### src/umh_pkg.sv
`default_nettype none
package umh_pkg;
    // register byte offsets
    localparam logic [11:0] UMH_OFF_IER = 12'h004;
    localparam logic [11:0] UMH_OFF_MCR = 12'h010;
    localparam logic [11:0] UMH_OFF_MSR = 12'h014;

    // modem_control fields
    localparam int UMH_MCR_RTS_CTRL_BIT = 1;
    localparam int UMH_MCR_RTS_POL_BIT  = 9;
    localparam int UMH_MCR_RTS_LVL_BIT  = 13;

    // modem_status fields
    localparam int UMH_MSR_CHG_BIT      = 0;
    localparam int UMH_MSR_CTS_LVL_BIT  = 4;
    localparam int UMH_MSR_CTS_POL_BIT  = 8;

    // interrupt_enable_register fields
    localparam int UMH_IER_MODEM_BIT    = 3;

    // byte lanes holding the writable fields
    localparam int UMH_LANE_LOW         = 0;
    localparam int UMH_LANE_HIGH        = 1;

    // reset words
    localparam logic [31:0] UMH_MCR_RESET = 32'h0000_0200;
    localparam logic [31:0] UMH_MSR_RESET = 32'h0000_0110;
    localparam logic [31:0] UMH_IER_RESET = 32'h0000_0000;

    // synchroniser depth in flip-flops
    localparam int UMH_SYNC_STAGES = 2;
endpackage
`default_nettype wire

### src/umh_sync.sv
`timescale 1ns/1ps
`default_nettype none
module umh_sync #(
    parameter logic RESET_VAL = 1'b0
) (
    input  wire logic clk,
    input  wire logic rst_n,
    input  wire logic ce,
    input  wire logic d,
    output logic      q
);
    import umh_pkg::*;

    logic [UMH_SYNC_STAGES-1:0] chain_q;

    // first stage feeds only the second stage
    always_ff @(posedge clk or negedge rst_n)
    begin
        if (!rst_n)
            chain_q <= {UMH_SYNC_STAGES{RESET_VAL}};
        else if (ce)
            chain_q <= {chain_q[UMH_SYNC_STAGES-2:0], d};
    end

    assign q = chain_q[UMH_SYNC_STAGES-1];
endmodule
`default_nettype wire

### src/umh_top.sv
// What this block does
// - modem_control bit 13 reads back the actual request pin level.
// - request_polarity 0 drives pin active high, 1 drives active low.
// - software request bit 0 means active, 1 inactive, through polarity.
// - automatic flow control in normal mode overrides the software bit.
// - rs485 auto direction in rs485 mode overrides the software bit.
// - clear_polarity 0 means input active high, 1 active low.
// - modem_status bit 4 reads the synchronised, held clear level, not the raw pin.
// - clear level follows the pin only when clocked and routed.
// - a clear input change seen while clocked and routed sets the sticky clear_change_flag.
// - flag set with modem_interrupt_enable raises the modem interrupt.
// - writing 1 clears the change flag, writing 0 leaves it.
// - modem_control resets to 0x0000_0200, request active low.
// - modem_status resets to 0x0000_0110, level reads high.
`timescale 1ns/1ps
`default_nettype none
module umh_top (
    input  wire logic        pclk,
    input  wire logic        presetn,
    input  wire logic        pclk_en,
    input  wire logic        psel,
    input  wire logic        penable,
    input  wire logic        pwrite,
    input  wire logic [11:0] paddr,
    input  wire logic [31:0] pwdata,
    input  wire logic [3:0]  pstrb,
    output logic      [31:0] prdata,
    output logic             pready,
    output logic             pslverr,
    input  wire logic        clear_pin,
    input  wire logic        clear_mux_sel,
    input  wire logic        rs485_mode,
    input  wire logic        auto_rts_enable,
    input  wire logic        auto_rts_active,
    input  wire logic        rs485_auto_direction_enable,
    input  wire logic        rs485_dir_active,
    output logic             request_pin,
    output logic             clear_active,
    output logic             modem_irq
);
    import umh_pkg::*;

    function automatic logic [31:0] umh_bit(input logic v, input int pos);
        umh_bit = 32'(v) << pos;
    endfunction

    // apb phase decode
    logic        access_first;
    logic        access_done;
    logic        sel_mcr;
    logic        sel_msr;
    logic        sel_ier;
    logic        mapped;
    logic        wr_ok;
    logic        wr_low;
    logic        wr_high;
    logic        pready_q;
    logic        pslverr_q;

    assign access_first = psel & penable & ~pready_q;
    assign access_done  = psel & penable & pready_q;
    assign sel_mcr      = (paddr == UMH_OFF_MCR);
    assign sel_msr      = (paddr == UMH_OFF_MSR);
    assign sel_ier      = (paddr == UMH_OFF_IER);
    assign mapped       = sel_mcr | sel_msr | sel_ier;
    assign wr_ok        = access_done & pwrite & ~pslverr_q;
    assign wr_low       = wr_ok & pstrb[UMH_LANE_LOW];
    assign wr_high      = wr_ok & pstrb[UMH_LANE_HIGH];

    // state
    logic [31:0] prdata_q;
    logic        rts_ctrl_q;
    logic        rts_pol_q;
    logic        request_q;
    logic        cts_pol_q;
    logic        cts_lvl_q;
    logic        chg_q;
    logic        ien_q;
    logic        clear_active_q;
    logic        irq_q;

    // next values
    logic        rts_ctrl_d;
    logic        rts_pol_d;
    logic        request_d;
    logic        cts_pol_d;
    logic        cts_lvl_d;
    logic        chg_d;
    logic        ien_d;
    logic        irq_d;
    logic [31:0] prdata_d;

    // control field writes
    assign rts_ctrl_d = (wr_low & sel_mcr) ?
                        pwdata[UMH_MCR_RTS_CTRL_BIT] : rts_ctrl_q;
    assign rts_pol_d  = (wr_high & sel_mcr) ?
                        pwdata[UMH_MCR_RTS_POL_BIT] : rts_pol_q;
    assign cts_pol_d  = (wr_high & sel_msr) ?
                        pwdata[UMH_MSR_CTS_POL_BIT] : cts_pol_q;
    assign ien_d      = (wr_low & sel_ier) ?
                        pwdata[UMH_IER_MODEM_BIT] : ien_q;

    // request path
    logic        auto_flow_on;
    logic        auto_dir_on;
    logic        rts_active;

    assign auto_flow_on = auto_rts_enable & ~rs485_mode;
    assign auto_dir_on  = rs485_auto_direction_enable & rs485_mode;
    assign rts_active   = auto_dir_on  ? rs485_dir_active :
                          auto_flow_on ? auto_rts_active  :
                          ~rts_ctrl_q;
    assign request_d    = rts_pol_q ? ~rts_active : rts_active;

    // clear path
    logic        cts_sync;
    logic        cts_changed;
    logic        chg_clear;

    umh_sync #(
        .RESET_VAL (UMH_MSR_RESET[UMH_MSR_CTS_LVL_BIT])
    ) u_clear_sync (
        .clk   (pclk),
        .rst_n (presetn),
        .ce    (pclk_en),
        .d     (clear_pin),
        .q     (cts_sync)
    );

    assign cts_lvl_d   = clear_mux_sel ? cts_sync : cts_lvl_q;
    assign cts_changed = clear_mux_sel & (cts_sync != cts_lvl_q);
    assign chg_clear   = wr_low & sel_msr & pwdata[UMH_MSR_CHG_BIT];
    assign chg_d       = cts_changed | (chg_q & ~chg_clear);
    assign irq_d       = chg_d & ien_d;

    // read words
    logic [31:0] mcr_word;
    logic [31:0] msr_word;
    logic [31:0] ier_word;

    assign mcr_word = umh_bit(rts_ctrl_q, UMH_MCR_RTS_CTRL_BIT)
                    | umh_bit(rts_pol_q, UMH_MCR_RTS_POL_BIT)
                    | umh_bit(request_q, UMH_MCR_RTS_LVL_BIT);
    assign msr_word = umh_bit(chg_q, UMH_MSR_CHG_BIT)
                    | umh_bit(cts_lvl_q, UMH_MSR_CTS_LVL_BIT)
                    | umh_bit(cts_pol_q, UMH_MSR_CTS_POL_BIT);
    assign ier_word = umh_bit(ien_q, UMH_IER_MODEM_BIT);
    assign prdata_d = pwrite  ? 32'h0000_0000 :
                      sel_mcr ? mcr_word :
                      sel_msr ? msr_word :
                      sel_ier ? ier_word : 32'h0000_0000;

    // bus slave, one wait state
    always_ff @(posedge pclk or negedge presetn)
    begin
        if (!presetn)
        begin
            pready_q  <= 1'b0;
            pslverr_q <= 1'b0;
            prdata_q  <= 32'h0000_0000;
        end
        else if (pclk_en)
        begin
            pready_q  <= access_first;
            pslverr_q <= access_first & ~mapped;
            if (access_first)
                prdata_q <= prdata_d;
        end
    end

    // modem control and status
    always_ff @(posedge pclk or negedge presetn)
    begin
        if (!presetn)
        begin
            rts_ctrl_q <= UMH_MCR_RESET[UMH_MCR_RTS_CTRL_BIT];
            rts_pol_q  <= UMH_MCR_RESET[UMH_MCR_RTS_POL_BIT];
            request_q  <= UMH_MCR_RESET[UMH_MCR_RTS_LVL_BIT];
            cts_pol_q  <= UMH_MSR_RESET[UMH_MSR_CTS_POL_BIT];
            cts_lvl_q  <= UMH_MSR_RESET[UMH_MSR_CTS_LVL_BIT];
            chg_q      <= UMH_MSR_RESET[UMH_MSR_CHG_BIT];
            ien_q      <= UMH_IER_RESET[UMH_IER_MODEM_BIT];
        end
        else if (pclk_en)
        begin
            rts_ctrl_q <= rts_ctrl_d;
            rts_pol_q  <= rts_pol_d;
            request_q  <= request_d;
            cts_pol_q  <= cts_pol_d;
            cts_lvl_q  <= cts_lvl_d;
            chg_q      <= chg_d;
            ien_q      <= ien_d;
        end
    end

    // outputs towards pin and processor
    always_ff @(posedge pclk or negedge presetn)
    begin
        if (!presetn)
        begin
            clear_active_q <= 1'b0;
            irq_q          <= 1'b0;
        end
        else if (pclk_en)
        begin
            clear_active_q <= cts_lvl_d ^ cts_pol_d;
            irq_q          <= irq_d;
        end
    end

    assign prdata       = prdata_q;
    assign pready       = pready_q;
    assign pslverr      = pslverr_q;
    assign request_pin  = request_q;
    assign clear_active = clear_active_q;
    assign modem_irq    = irq_q;
endmodule
`default_nettype wire

### config.mk
export PLATFORM = sky130hd
export DESIGN_NAME = umh_top
export DESIGN_NICKNAME = d
export VERILOG_FILES = /design/src/umh_pkg.sv /design/src/umh_sync.sv /design/src/umh_top.sv
export SDC_FILE = /design/constraint.sdc
export NUM_CORES = 1
export LEC_CHECK = 0
export ABC_CLOCK_PERIOD_IN_PS = 1400
export BUFFER_PORTS_ARGS = -buffer_cell sky130_fd_sc_hd__clkbuf_2
export CORE_MARGIN = 2
export CORE_UTILIZATION = 36
export CTS_CLUSTER_SIZE = 12
export DETAILED_ROUTE_END_ITERATION = 10
export PLACE_DENSITY = 0.77
export SLEW_MARGIN = 20
export SYNTH_ARGS = -nofsm -noshare
export SYNTH_HDL_FRONTEND = slang
export SYNTH_HIERARCHICAL = 1
export SYNTH_SLANG_ARGS = --single-unit
### constraint.sdc
create_clock -name pclk -period 1.4 [get_ports pclk]
set_input_delay 0.07 -clock pclk [delete_from_list [all_inputs] [get_ports pclk]]
set_output_delay 0.07 -clock pclk [all_outputs]
set_load 0.01 [all_outputs]
Word-level counts from Yosys, hierarchy flattened

Index checks and enable logic that the tools add are counted.

Register bits: 45
Bits in latches: 0
Memory bits (writable): 0
Memory bits (read-only): 0
Input bits: 61
Output and inout port bits: 37
Logic and storage cells: 64
Memories: 0

Add/subtract/negate cells: 0
$mul: 0
Divide/modulo/power cells: 0
Magnitude comparators: 0
Equal/unequal tests: 4
Shift operators: 0
Multiplexer cells: 10
Bitwise operators: 34
Reductions and logical operators: 3

Operators with widths:

| kind                | count |
|---|---|
| $mux 14             | 2 |
| $eq 12x5->1 const B | 2 |
| $and 1x1->1         | 19 |
| $or 10x14->14       | 1 |
| $eq 12x3->1 const B | 1 |
| $or 2x10->10        | 1 |
| $mux 9              | 1 |
| $or 5x9->9          | 1 |
| $not 1->1           | 7 |
| $mux 1              | 6 |
| $reduce_and 2->1    | 3 |
| $or 1x5->5          | 1 |
| $mux 4              | 1 |
| $or 1x1->1          | 3 |
| $ne 1x1->1          | 1 |
| $xor 1x1->1         | 1 |

Depth between registers and ports, before layout

Gate-level depths: netlist (run 1).

Depth after elaboration: 11
Gate-level depth with buffers: 5

By module

Netlist (run 1), hierarchy kept.

By module, submodules not included:

| module   | times used | cells each | area an instance (µm²) | sequential area each (µm²) |
|---|---|---|---|---|
| umh_top  | 1          | 124        | 1194.9                 | 454.2 |
| umh_sync | 1          | 4          | 75.1                   | 52.6 |

Worst setup path after synthesis (run 1)

Ideal clock, no wire load.

Path kind: register to register
Start point: register pslverr_q, in the netlist pslverr
End point: register clear_active_q, in the netlist clear_active
Setup time: 0.131 ns
Arrival time: 1.267 ns
Data required time: 1.269 ns
Path slack: 0.002 ns
Stages on the path, launching flop included: 6
Clock period less this slack: 1.398 ns
Cell sequence: dfrtp_1 -> and4b_1 -> nand2_1 -> o2111a_1 -> nor4_1 -> o21ai_1

Word-level cells in the longest chain between the ends: 6

Ends and longest elaborated chain:

| item                   | line           | source |
|---|---|---|
| start, declared        | umh_top.sv:58  | `logic pslverr_q;` |
| start signal, assigned | umh_top.sv:165 | `pslverr_q <= access_first & ~mapped;` |
| $not 1->1              | umh_top.sv:66  | `assign wr_ok = access_done & pwrite & ~pslverr_q;` |
| $and 1x1->1            | umh_top.sv:66  |  |
| $and 1x1->1            | umh_top.sv:68  | `assign wr_high = wr_ok & pstrb[UMH_LANE_HIGH];` |
| $and 1x1->1            | umh_top.sv:98  | `assign cts_pol_d = (wr_high & sel_msr) ?` |
| $mux 1                 | umh_top.sv:98  |  |
| $xor 1x1->1            | umh_top.sv:206 | `clear_active_q <= cts_lvl_d ^ cts_pol_d;` |
| end signal, assigned   | umh_top.sv:206 |  |
| end, declared          | umh_top.sv:79  | `logic clear_active_q;` |

Every way passes these cells.
A chain may end at the register's enable or synchronous reset.

Worst setup path after layout (run 1)

Start point: register pslverr_q, in the netlist pslverr
End point: register cts_pol_q

Word-level cells in the longest chain between the ends: 5

Ends and longest elaborated chain:

| item                 | line           | source |
|---|---|---|
| $not 1->1            | umh_top.sv:66  |  |
| $and 1x1->1          | umh_top.sv:66  |  |
| $and 1x1->1          | umh_top.sv:68  |  |
| $and 1x1->1          | umh_top.sv:98  |  |
| $mux 1               | umh_top.sv:98  |  |
| end signal, assigned | umh_top.sv:179 | `cts_pol_q <= UMH_MSR_RESET[UMH_MSR_CTS_POL_BIT];` |
| end signal, assigned | umh_top.sv:189 | `cts_pol_q <= cts_pol_d;` |
| end, declared        | umh_top.sv:75  | `logic cts_pol_q;` |

Every way passes these cells.

==> results of run 1 <==
==> state kept, by name (all words and copies together), names as in the netlist <==
signal and flops:
request_pin 1, rts_pol_q 1, chg_q 1, modem_irq 1
ien_q 1, cts_lvl_q 1, cts_pol_q 1, pslverr 1
prdata 7, pready 1, u_clear_sync/chain_q 2, clear_active 1
rts_ctrl_q 1
==> metrics by stage <==
stage / instance area (sq um) / util, % / setup slack (ns) / hold slack (ns) / setup TNS, ns
finish: 1700 / 50.4 / -0.0790 / 0.0116 / -0.243
global route: 1700 / 50.4 / -0.143 / 0.0199 / -0.675
CTS: 1590 / 47.2 / -0.0916 / 0.0401 / -0.108
detailed placement: 1510 / 44.8 / -0.0903 / 0.0636 / -0.222
global placement: 1510 / 44.8 / -0.0384 / 0.0576 / -0.0563
floorplan: 1360 / - / 0.00234 / -0.226 / 0
==> cell usage after synthesis, drive strengths merged <==
cell,count,area (sq um)
nand2b,1,6.26
or2b,1,7.51
nor2,8,30.0
nand4b,1,8.76
a21oi,2,10.0
o2111a,1,11.3
nor4,4,55.1
conb,1,3.75
mux2i,2,20.0
inv,4,15.0
a22o,3,26.3
and4b,2,20.0
clkbuf,1,3.75
nand4,3,33.8
o21a,1,7.51
xor2,1,8.76
a31o,2,17.5
mux2,7,78.8
nor3,3,20.0
nand3,3,15.0
o21ai,9,45.0
nand2,12,45.0
dfstp,5,131
buf,26,199
dfrtp,15,375
nor2b,2,12.5
xnor2,1,8.76
and2,3,20.0
o2bb2ai,1,8.76
o211a,1,10.0
o41ai,1,8.76
o22ai,1,6.26
==> timing repair <==
item                                    CTS  global route
pin swaps                                 3             6
buffers inserted                          0             4
hold endpoints to repair                 18             0
endpoints found under the setup margin    3            12
resized for setup                         5            21
hold buffers                              4             0
gates cloned                              0             0
==> area by class of cell <==
class                   count  area (sq um)  area share [%]
multi-input cells         101           727            42.8
flip-flops and latches     20           507            29.9
clock buffers               4          26.3            1.55
repair buffers             61           364            21.5
well taps                  46          57.6            3.39
inverters                   4          15.0           0.885
==> placed cells by master, fill, tap and decap left out, types with 4 or more instances in the layout <==
cell type / instances
dlygate4sd3_1: 4
clkbuf_2: 43
buf_4: 13
nor2_4: 4
dfrtp_1: 15
nand2_1: 9
mux2_2: 4
inv_1: 4
o21ai_0: 7
conb_1: 25
dfstp_2: 5
==> tightest hold or removal path: stages <==
cell	delay, ns
clkbuf_2	0.11
nand2_2	0.06
o21ai_2	0.05
==> kinds of logic after synthesis <==
logic type / share of synthesized area, %
compound gates: 11.9
xor+xnor: 1.38
flops: 39.9
simple gates: 21.6
mux: 7.78
other cells: 0.295
buf+inv: 17.1
==> worst max path at each step <==
stage,from,endpoint
final,pslverr,cts_pol_q
after global routing,pslverr,clear_active
after CTS,pslverr,clear_active
after detailed placement,paddr[3],clear_active
after global placement,pslverr,clear_active
after floorplan,pslverr,clear_active
==> per-layer routing <==
layer  wire length, microns  GRT usage [%]
met5                      0              0
met2                   1530           25.4
met3                    211           2.14
met1                   1120           18.0
met4                     44           5.71
==> power groups by stage <==
| stage | combinational (mW) | sequential, mW | clock [mW] |
|---|---|---|---|
| 6_report | 0.263 | 0.644 | 0.293 |
| 5_1_grt | 0.291 | 0.648 | 0.320 |
| 3_3_place_gp | 0.222 | 0.651 | 0 |
| 2_1_floorplan | 0.170 | 0.653 | 0 |
| 3_5_place_dp | 0.228 | 0.651 | 0 |
| 4_1_cts | 0.239 | 0.641 | 0.304 |
==> flow_metrics.env, run 1 <==
export IMPL_status="complete, but fails checks"
export IMPL_failed_checks="negative setup slack"
export IMPL_antenna_found_initial=0
export IMPL_syn_area_per_cell_sq_um=9.92
export IMPL_worstSkewPairLatency_ns=0.31
export IMPL_cp_max_fo=4
export IMPL_clkPwrFrac_pct=24.4
export IMPL_syn_area_sq_um=1270
export IMPL_synthToLayoutAreaGrowth_pct=33.6
export IMPL_dp_hpwl_mm=2.20
export IMPL_fp_row_count=21
export IMPL_grt_max_degree=21
export IMPL_fin_ws_ns=-0.0790
export IMPL_worst_setup_path_start_kind="flip-flop"
export IMPL_min_period_ns=1.48
export IMPL_comb_power_share_pct=21.9
export IMPL_core_area_sq_um=3360
export IMPL_crit_type="reg2reg"
export IMPL_via_per_inst=4.69
export IMPL_synth_seq_area_share_pct=39.9
export IMPL_gp_congestion=0.796
export IMPL_cts_tree="yes"
export IMPL_max_freq_mhz=676
export IMPL_rsz0062_at_grt="true"
export IMPL_intPower_mw=0.846
export IMPL_reg2reg_to="cts_pol_q"
export IMPL_dieArea_sq_um=4020
export IMPL_start_util_pct=37.8
export IMPL_fillers=330
export IMPL_drcViolationCount=0
export IMPL_hp_class="in2reg"
export IMPL_reg2reg_depth=5
export IMPL_cap_violations=0
export IMPL_dp_cells=224
export IMPL_crit_family="simple AND/OR/NAND/NOR gates"
export IMPL_grt_pass1_wl_mm=4.62
export IMPL_worstPathCellList="and4b_2 > buf_4 > nand3_4 > nor2_4 > mux2_4"
export IMPL_instances_no_fill=236
export IMPL_io_pins=98
export IMPL_p_sw_mw=0.354
export IMPL_grt_overflow_total=0
export IMPL_power_total_mw=1.20
export IMPL_finalSetupViolations=4
export IMPL_tightest_slew_ns=0.506
export IMPL_detail_route_antenna_nets=0
export IMPL_timing_final_crit_share_pct=106
export IMPL_grt_use_total_pct=14.6
export IMPL_cp_num_cells=5
export IMPL_die_h_microns=63.4
export IMPL_clk_path_buf_depth=2
export IMPL_synth_cells=128
export IMPL_powerDensity_nw_per_um2=707
export IMPL_max_slew_margin_pct=66.3
export IMPL_yosys_register_bits=20
export IMPL_cp_arrival_ns=1.72
export IMPL_insertedDiodeCount=0
export IMPL_ys_types=38
export IMPL_htreeDepth=1
export IMPL_hold_path_startpoint="pwdata[3]"
export IMPL_seqPwrFrac_pct=53.7
export IMPL_final_hold_violation_count=0
export IMPL_cts_root_buffer="clkbuf_4"
export IMPL_hold_path_depth=3
export IMPL_vias=1106
export IMPL_routedWlPerCell_microns=12.3
export IMPL_finalWirelength_mm=2.90
export IMPL_grt_pass1_vias=1013
export IMPL_power_leakage_nw=0.795
export IMPL_critPathBufInv=1
export IMPL_critPathCaptureType="flip-flop"
export IMPL_required_ns=1.64
export IMPL_max_stage_delay_ns=0.44
export IMPL_cts_buffers=3
export IMPL_netSwitchingFraction_pct=29.5
export IMPL_cts_sinks=20
export IMPL_yosys_warnings=6
export IMPL_fin_worst_skew_ns=0.00886
export IMPL_holdPathEnd="ien_q"
export IMPL_clkTransAtPathRegs_ns=0.12
export IMPL_irDropWorstVdd_v=0.000408
export IMPL_r2r_slack_ns=-0.08
export IMPL_drive_gt1_share_pct=50.0
export IMPL_drt_pass1_iterations=4
export IMPL_io_buffers=43
export IMPL_crit_slowest_cell="dfrtp_1"
export IMPL_layout_nets=252
export IMPL_detail_route_iter0_violations=15
export IMPL_reg2reg_from="pslverr"
export IMPL_slew_viol_final=0
export IMPL_fp_dieW_microns=63.4
(Power assumes the default switching activity.)
==> inputs of run 2 (changes only) <==
--- a/config.mk
+++ b/config.mk
@@ -5,13 +5,14 @@
 export SDC_FILE = /design/constraint.sdc
 export NUM_CORES = 1
 export LEC_CHECK = 0
+export ABC_AREA = 1
 export ABC_CLOCK_PERIOD_IN_PS = 1400
 export BUFFER_PORTS_ARGS = -buffer_cell sky130_fd_sc_hd__clkbuf_2
 export CORE_MARGIN = 2
 export CORE_UTILIZATION = 36
 export CTS_CLUSTER_SIZE = 12
 export DETAILED_ROUTE_END_ITERATION = 10
-export PLACE_DENSITY = 0.77
+export PLACE_DENSITY = 0.76
 export SLEW_MARGIN = 20
 export SYNTH_ARGS = -nofsm -noshare
 export SYNTH_HDL_FRONTEND = slang
==> flow_metrics.env, run 2 <==
export IMPL_antenna_found_initial=0
export IMPL_r2r_slack_ns=0.12
export IMPL_min_period_ns=1.28
export IMPL_regArea_sq_um=507
export IMPL_ys_async_sr_fraction_pct=100
export IMPL_via_per_inst=4.14
export IMPL_critPathCaptureType="flip-flop"
export IMPL_drt_pass1_iterations=4
export IMPL_synth_top_area_share_pct=28.1
export IMPL_reg2reg_to="clear_active"
export IMPL_worstPathCellList="inv_1 > nand2_2 > nor3b_2 > nand2_1 > nand2_2 > nand2_2 > nand2_2 > nand3_2"
export IMPL_synth_seq_area_share_pct=38.0
export IMPL_core_area_sq_um=3610
export IMPL_holdPathEnd="rts_ctrl_q"
export IMPL_cts_setup_buffers=0
export IMPL_die_h_microns=64.9
export IMPL_reg2reg_from="pslverr"
export IMPL_gp_congestion=0.795
export IMPL_fillers=391
export IMPL_synth_edf_count=0
export IMPL_fin_worst_skew_ns=0.00598
export IMPL_io_buffers=43
export IMPL_synth_top_cells_by_count="nand2_1, buf_4, inv_1"
export IMPL_cap_violations=0
export IMPL_tns_ns=0
export IMPL_syn_area_sq_um=1330
export IMPL_instances_no_fill=276
export IMPL_dp_hpwl_mm=2.10
export IMPL_layout_commonest_cell="nand2_1"
export IMPL_detail_route_iter0_violations=31
export IMPL_grt_max_degree=21
export IMPL_clkTransAtPathRegs_ns=0.07
export IMPL_grt_use_total_pct=13.7
export IMPL_ys_flop_type="dfrtp_1"
export IMPL_fin_ws_ns=0.123
export IMPL_vias=1142
export IMPL_crit_top_cell="nand2_2"
export IMPL_ys_types=25
export IMPL_routedWlPerCell_microns=9.41
export IMPL_timing_final_crit_share_pct=91.2
export IMPL_final_cell_area_sq_um=1600
export IMPL_netSwitchingFraction_pct=28.9
export IMPL_dp_cells=269
export IMPL_drcViolationCount=0
export IMPL_worstSkewPairLatency_ns=0.26
export IMPL_placed_area_sq_um=1510
export IMPL_seqPwrFrac_pct=49.8
export IMPL_comb_power_share_pct=21.3
export IMPL_grt_pass1_wl_mm=4.44
export IMPL_crit_slowest_cell="dfrtp_1"
export IMPL_finalWirelength_mm=2.60
export IMPL_crit_family="simple AND/OR/NAND/NOR gates"
export IMPL_hold_path_depth=3
export IMPL_multi_input_area_sq_um=629
export IMPL_yosys_warnings=6
export IMPL_worst_setup_path_start_kind="flip-flop"
export IMPL_final_hold_violation_count=0
export IMPL_final_cell_mix="nand2_1, clkbuf_2, conb_1, inv_1, dfrtp_1"
export IMPL_critPathBufInv=1
export IMPL_slew_viol_final=0
export IMPL_yosys_register_bits=20
export IMPL_finalSetupViolations=0
export IMPL_grt_overflow_total=0
export IMPL_hp_class="in2reg"
export IMPL_status="completed"
export IMPL_hold_path_startpoint="pwdata[1]"
export IMPL_rsz0062_at_grt="false"
export IMPL_synthToLayoutAreaGrowth_pct=19.6
export IMPL_syn_area_per_cell_sq_um=7.45
export IMPL_htreeDepth=1
export IMPL_yosys_area_top_type="dfrtp_1"
export IMPL_dieArea_sq_um=4210
export IMPL_cts_sinks=20
export IMPL_cts_buffers=3
export IMPL_synth_most_common_cell="nand2_1"
export IMPL_cp_arrival_ns=1.42
export IMPL_cts_root_buffer="clkbuf_8"
export IMPL_drive_gt1_share_pct=30.7
export IMPL_fp_dieW_microns=64.9
export IMPL_cts_tree="yes"
export IMPL_synth_cells=179
export IMPL_fp_row_count=22
export IMPL_layout_nets=290
export IMPL_reg2reg_depth=8
export IMPL_power_leakage_nw=0.866
export IMPL_insertedDiodeCount=0
export IMPL_clkPwrFrac_pct=28.9
export IMPL_crit_type="reg2reg"
export IMPL_detail_route_antenna_nets=0
export IMPL_grt_pass1_vias=1062
export IMPL_irDropWorstVdd_v=0.000301
export IMPL_max_freq_mhz=783
export IMPL_powerDensity_nw_per_um2=826
export IMPL_max_stage_delay_ns=0.39
export IMPL_start_util_pct=37.0
export IMPL_p_sw_mw=0.381
export IMPL_post_place_ws_ns=0.113
export IMPL_io_pins=98
export IMPL_synth_area_leaders="dfrtp_1, buf_4, nand2_1"
export IMPL_required_ns=1.54
export IMPL_cp_max_fo=3
export IMPL_largest_register_ffs=7
export IMPL_clk_path_buf_depth=2
export IMPL_intPower_mw=0.937
## run 2: changes by cell type after synthesis, sizes merged, moves of 3 or more
cell	previous run	this run
nand3	3	13
a22o	3	0
and2	3	0
nand2	12	50
inv	4	27
o21ai	9	13
nor4	4	0
mux2	7	0
nor2	8	16
## run 2: cell type report
cell class,instances,area share [%]
sequential,20,31.8
tap,48,3.76
multi-input combinational,130,39.5
timing repair buffer,47,15.8
clock buffer,4,2.82
inverter,27,6.35
## run 2: logic make-up after synthesis
kind of cell | synth area share [%]
simple gates | 31.2
buf+inv | 22.2
flops | 38.0
compound gates | 7.60
xor+xnor | 0.657
other cells | 0.281
## run 2: power by group through the flow
stage	registers (mW)	logic, mW	clock network (mW)
after floorplan	0.672	0.213	0
after global placement	0.665	0.266	0
after detailed placement	0.667	0.272	0
after CTS	0.656	0.279	0.391
after global routing	0.663	0.327	0.418
final	0.657	0.280	0.381
## run 2: metal layers
| metal | routed length (microns) | track usage (%) |
|---|---|---|
| met3 | 185 | 2.43 |
| met2 | 1280 | 23.3 |
| met5 | 0 | 0 |
| met4 | 9 | 6.91 |
| met1 | 1120 | 16.5 |
## run 2: worst max-delay path by stage
stage | startpoint | endpoint | slack (ns) | depth (start not counted)
after detailed placement | pslverr | modem_irq | 0.11 | 8
after global routing | pready | clear_active | 0.02 | 5
after floorplan | pslverr | clear_active | 0.19 | 8
after global placement | pslverr | clear_active | 0.12 | 8
after CTS | pslverr | modem_irq | 0.10 | 8
final | pslverr | clear_active | 0.12 | 8
## run 2: tightest hold or removal path: stages
cell	delay, ns
clkbuf_2	0.08
inv_1	0.04
o21ai_1	0.06
## run 2: what timing repair did
action                                  4_1_cts  5_1_grt
endpoints found under the hold margin        17        0
gates resized for setup                       0        2
hold buffers                                  3        0
endpoints found under the setup margin        0        3
## run 2: stage by stage
stage	util, %	hold WS [ns]	power, mW
2_1_floorplan	-	-0.226	0.885
3_3_place_gp	41.9	0.0541	0.932
3_5_place_dp	41.9	0.0521	0.939
4_1_cts	44.0	0.0209	1.33
5_1_grt	44.2	0.0581	1.41
6_report	44.2	0.0201	1.32
==> inputs of run 3 (changes only) <==
--- a/config.mk
+++ b/config.mk
@@ -16,5 +16,4 @@
 export SLEW_MARGIN = 20
 export SYNTH_ARGS = -nofsm -noshare
 export SYNTH_HDL_FRONTEND = slang
-export SYNTH_HIERARCHICAL = 1
 export SYNTH_SLANG_ARGS = --single-unit
==> flow_metrics.env, run 3 <==
export IMPL_max_freq_mhz=816
export IMPL_fp_row_count=22
export IMPL_detail_route_iter0_violations=35
export IMPL_clkTransAtPathRegs_ns=0.07
export IMPL_synth_top_area_share_pct=28.2
export IMPL_dieArea_sq_um=4200
export IMPL_ys_types=24
export IMPL_dp_hpwl_mm=2.08
export IMPL_cp_arrival_ns=1.41
export IMPL_cts_tree="yes"
export IMPL_status="complete, but fails checks"
export IMPL_synth_top_cells_by_count="nand2_1, buf_4, inv_1"
export IMPL_yosys_register_bits=20
export IMPL_syn_area_per_cell_sq_um=7.66
export IMPL_tns_ns=0
export IMPL_grt_use_total_pct=12.8
export IMPL_critPathBufInv=1
export IMPL_post_cts_resized=0
export IMPL_finalSetupViolations=0
export IMPL_timing_final_crit_share_pct=87.6
export IMPL_critPathCaptureType="flip-flop"
export IMPL_worstPathCellList="inv_1 > nand4_4 > nor2_4 > nand4_1 > o21ai_0"
export IMPL_irDropWorstVdd_v=0.000585
export IMPL_htreeDepth=1
export IMPL_detail_route_antenna_nets=0
export IMPL_gp_congestion=0.829
export IMPL_finalWirelength_mm=2.51
export IMPL_drt_pass1_iterations=4
export IMPL_whs_ns=-0.00385
export IMPL_cts_sinks=20
export IMPL_yosys_area_top_type="dfrtp_1"
export IMPL_layout_nets=282
export IMPL_synthToLayoutAreaGrowth_pct=19.0
export IMPL_cp_max_fo=10
export IMPL_drive_gt1_share_pct=30.5
export IMPL_io_buffers=43
export IMPL_crit_type="reg2reg"
export IMPL_synth_most_common_cell="nand2_1"
export IMPL_worstSkewPairLatency_ns=0.26
export IMPL_rsz0062_at_grt="false"
export IMPL_slew_viol_final=0
export IMPL_grt_max_degree=21
export IMPL_max_stage_delay_ns=0.40
export IMPL_required_ns=1.59
export IMPL_io_pins=98
export IMPL_startpoint="pready"
export IMPL_cts_buffers=3
export IMPL_antenna_found_initial=0
export IMPL_syn_area_sq_um=1330
export IMPL_synth_seq_area_share_pct=38.0
export IMPL_synth_area_leaders="dfrtp_1, buf_4, nand2_1"
export IMPL_grt_pass1_vias=996
export IMPL_grt_overflow_total=0
export IMPL_power_leakage_nw=0.887
export IMPL_insertedDiodeCount=0
export IMPL_fin_ws_ns=0.174
export IMPL_hold_path_startpoint="pwdata[9]"
export IMPL_worst_setup_path_start_kind="flip-flop"
export IMPL_final_hold_violation_count=1
export IMPL_cts_root_buffer="clkbuf_8"
export IMPL_failed_checks="negative hold slack"
export IMPL_grt_pass1_wl_mm=4.15
export IMPL_fp_dieW_microns=64.8
export IMPL_post_place_ws_ns=0.174
export IMPL_hp_class="in2reg"
export IMPL_ys_flop_type="dfrtp_1"
export IMPL_synth_edf_count=0
export IMPL_cap_violations=0
export IMPL_crit_slowest_cell="dfrtp_1"
export IMPL_core_area_sq_um=3610
export IMPL_start_util_pct=37.0
export IMPL_synth_cells=174
export IMPL_crit_family="simple AND/OR/NAND/NOR gates"
export IMPL_clk_path_buf_depth=2
export IMPL_powerDensity_nw_per_um2=928
export IMPL_via_per_inst=4.23
export IMPL_layout_commonest_cell="clkbuf_2"
export IMPL_fin_worst_skew_ns=0.00261
export IMPL_largest_register_ffs=7
export IMPL_ys_async_sr_fraction_pct=100
export IMPL_yosys_warnings=0
export IMPL_drcViolationCount=0
export IMPL_final_cell_mix="clkbuf_2, nand2_1, conb_1, inv_1"
export IMPL_routedWlPerCell_microns=9.37
export IMPL_min_period_ns=1.23
export IMPL_die_h_microns=64.8
export IMPL_reg2reg_from="pready"
export IMPL_vias=1134
## run 3: changes by cell type in the layout (fill, tap and decap cells not counted), sizes merged, moves of 2 or more
cell	delta
nor2	+3
o21ai	+3
nand4	+2
o22ai	-2
inv	-6
nand2	-3
o31ai	-2
## run 3: final timing paths
path	endpoint	slack, ns	cells past startpoint
max reg2reg	prdata[9]	0.17	5
max	prdata[9]	0.17	5
min reg2reg	u_clear_sync.chain_q[0]	0.46	2
min	rts_pol_q	-0.004	3
max in group asynchronous	cts_pol_q	0.74	2
min in group asynchronous	modem_irq	0.30	2
## run 3: repair_timing
action	in CTS	in global routing
buffers inserted	0	0
hold buffers	2	0
endpoints found under the hold margin	16	0
## run 3: logic make-up after synthesis
group	synth area share (%)
AND/OR/NAND/NOR	32.1
other	0.281
flip-flops	38.0
XOR/XNOR	0.657
AO/OA/AOI/OAI	7.70
buffers and inverters	21.2
## run 3: per-stage QoR
step           power, mW  cell area (sq um)  util (%)  instances  hold slack (ns)
4_1_cts             1.48               1590      44.0        268          0.00195
3_5_place_dp       0.906               1490      41.4        262           0.0550
6_report            1.47               1590      44.0        268         -0.00385
3_3_place_gp       0.900               1490      41.4        262           0.0505
5_1_grt             1.54               1590      44.0        268           0.0101
2_1_floorplan      0.861               1420         -        198           -0.226
## run 3: tightest hold or removal path: cells and delay by family
| family | cells | cell delay [ns] |
|---|---|---|
| compound gates | 1 | 0.06 |
| buf+inv | 2 | 0.13 |
## run 3: per-layer routing
metal  share of wire (%)  track usage, %  vias to the layer above
met5                   0               0                        -
met1                  42            15.1                      503
met2                  50            22.7                       38
met3                 6.9            3.30                        2
met4                0.76            3.99                        0
li1                    -               -                      591
## run 3: cell type report
| class | count | area, sq um |
|---|---|---|
| fillers | 379 | 2020 |
| multi-input cells | 130 | 633 |
| repair buffers | 45 | 235 |
| clock inverters | 1 | 30.0 |
| well taps | 48 | 60.1 |
| clock buffers | 3 | 41.3 |
| flip-flops and latches | 20 | 507 |
| inverters | 21 | 78.8 |
## run 3: where the power goes
| group | switching (mW) | total [mW] | internal, mW |
|---|---|---|---|
| clock network | 0.189 | 0.571 | 0.382 |
| registers | 0.0260 | 0.648 | 0.622 |
| logic | 0.160 | 0.252 | 0.0921 |
| total | 0.375 | 1.47 | 1.10 |
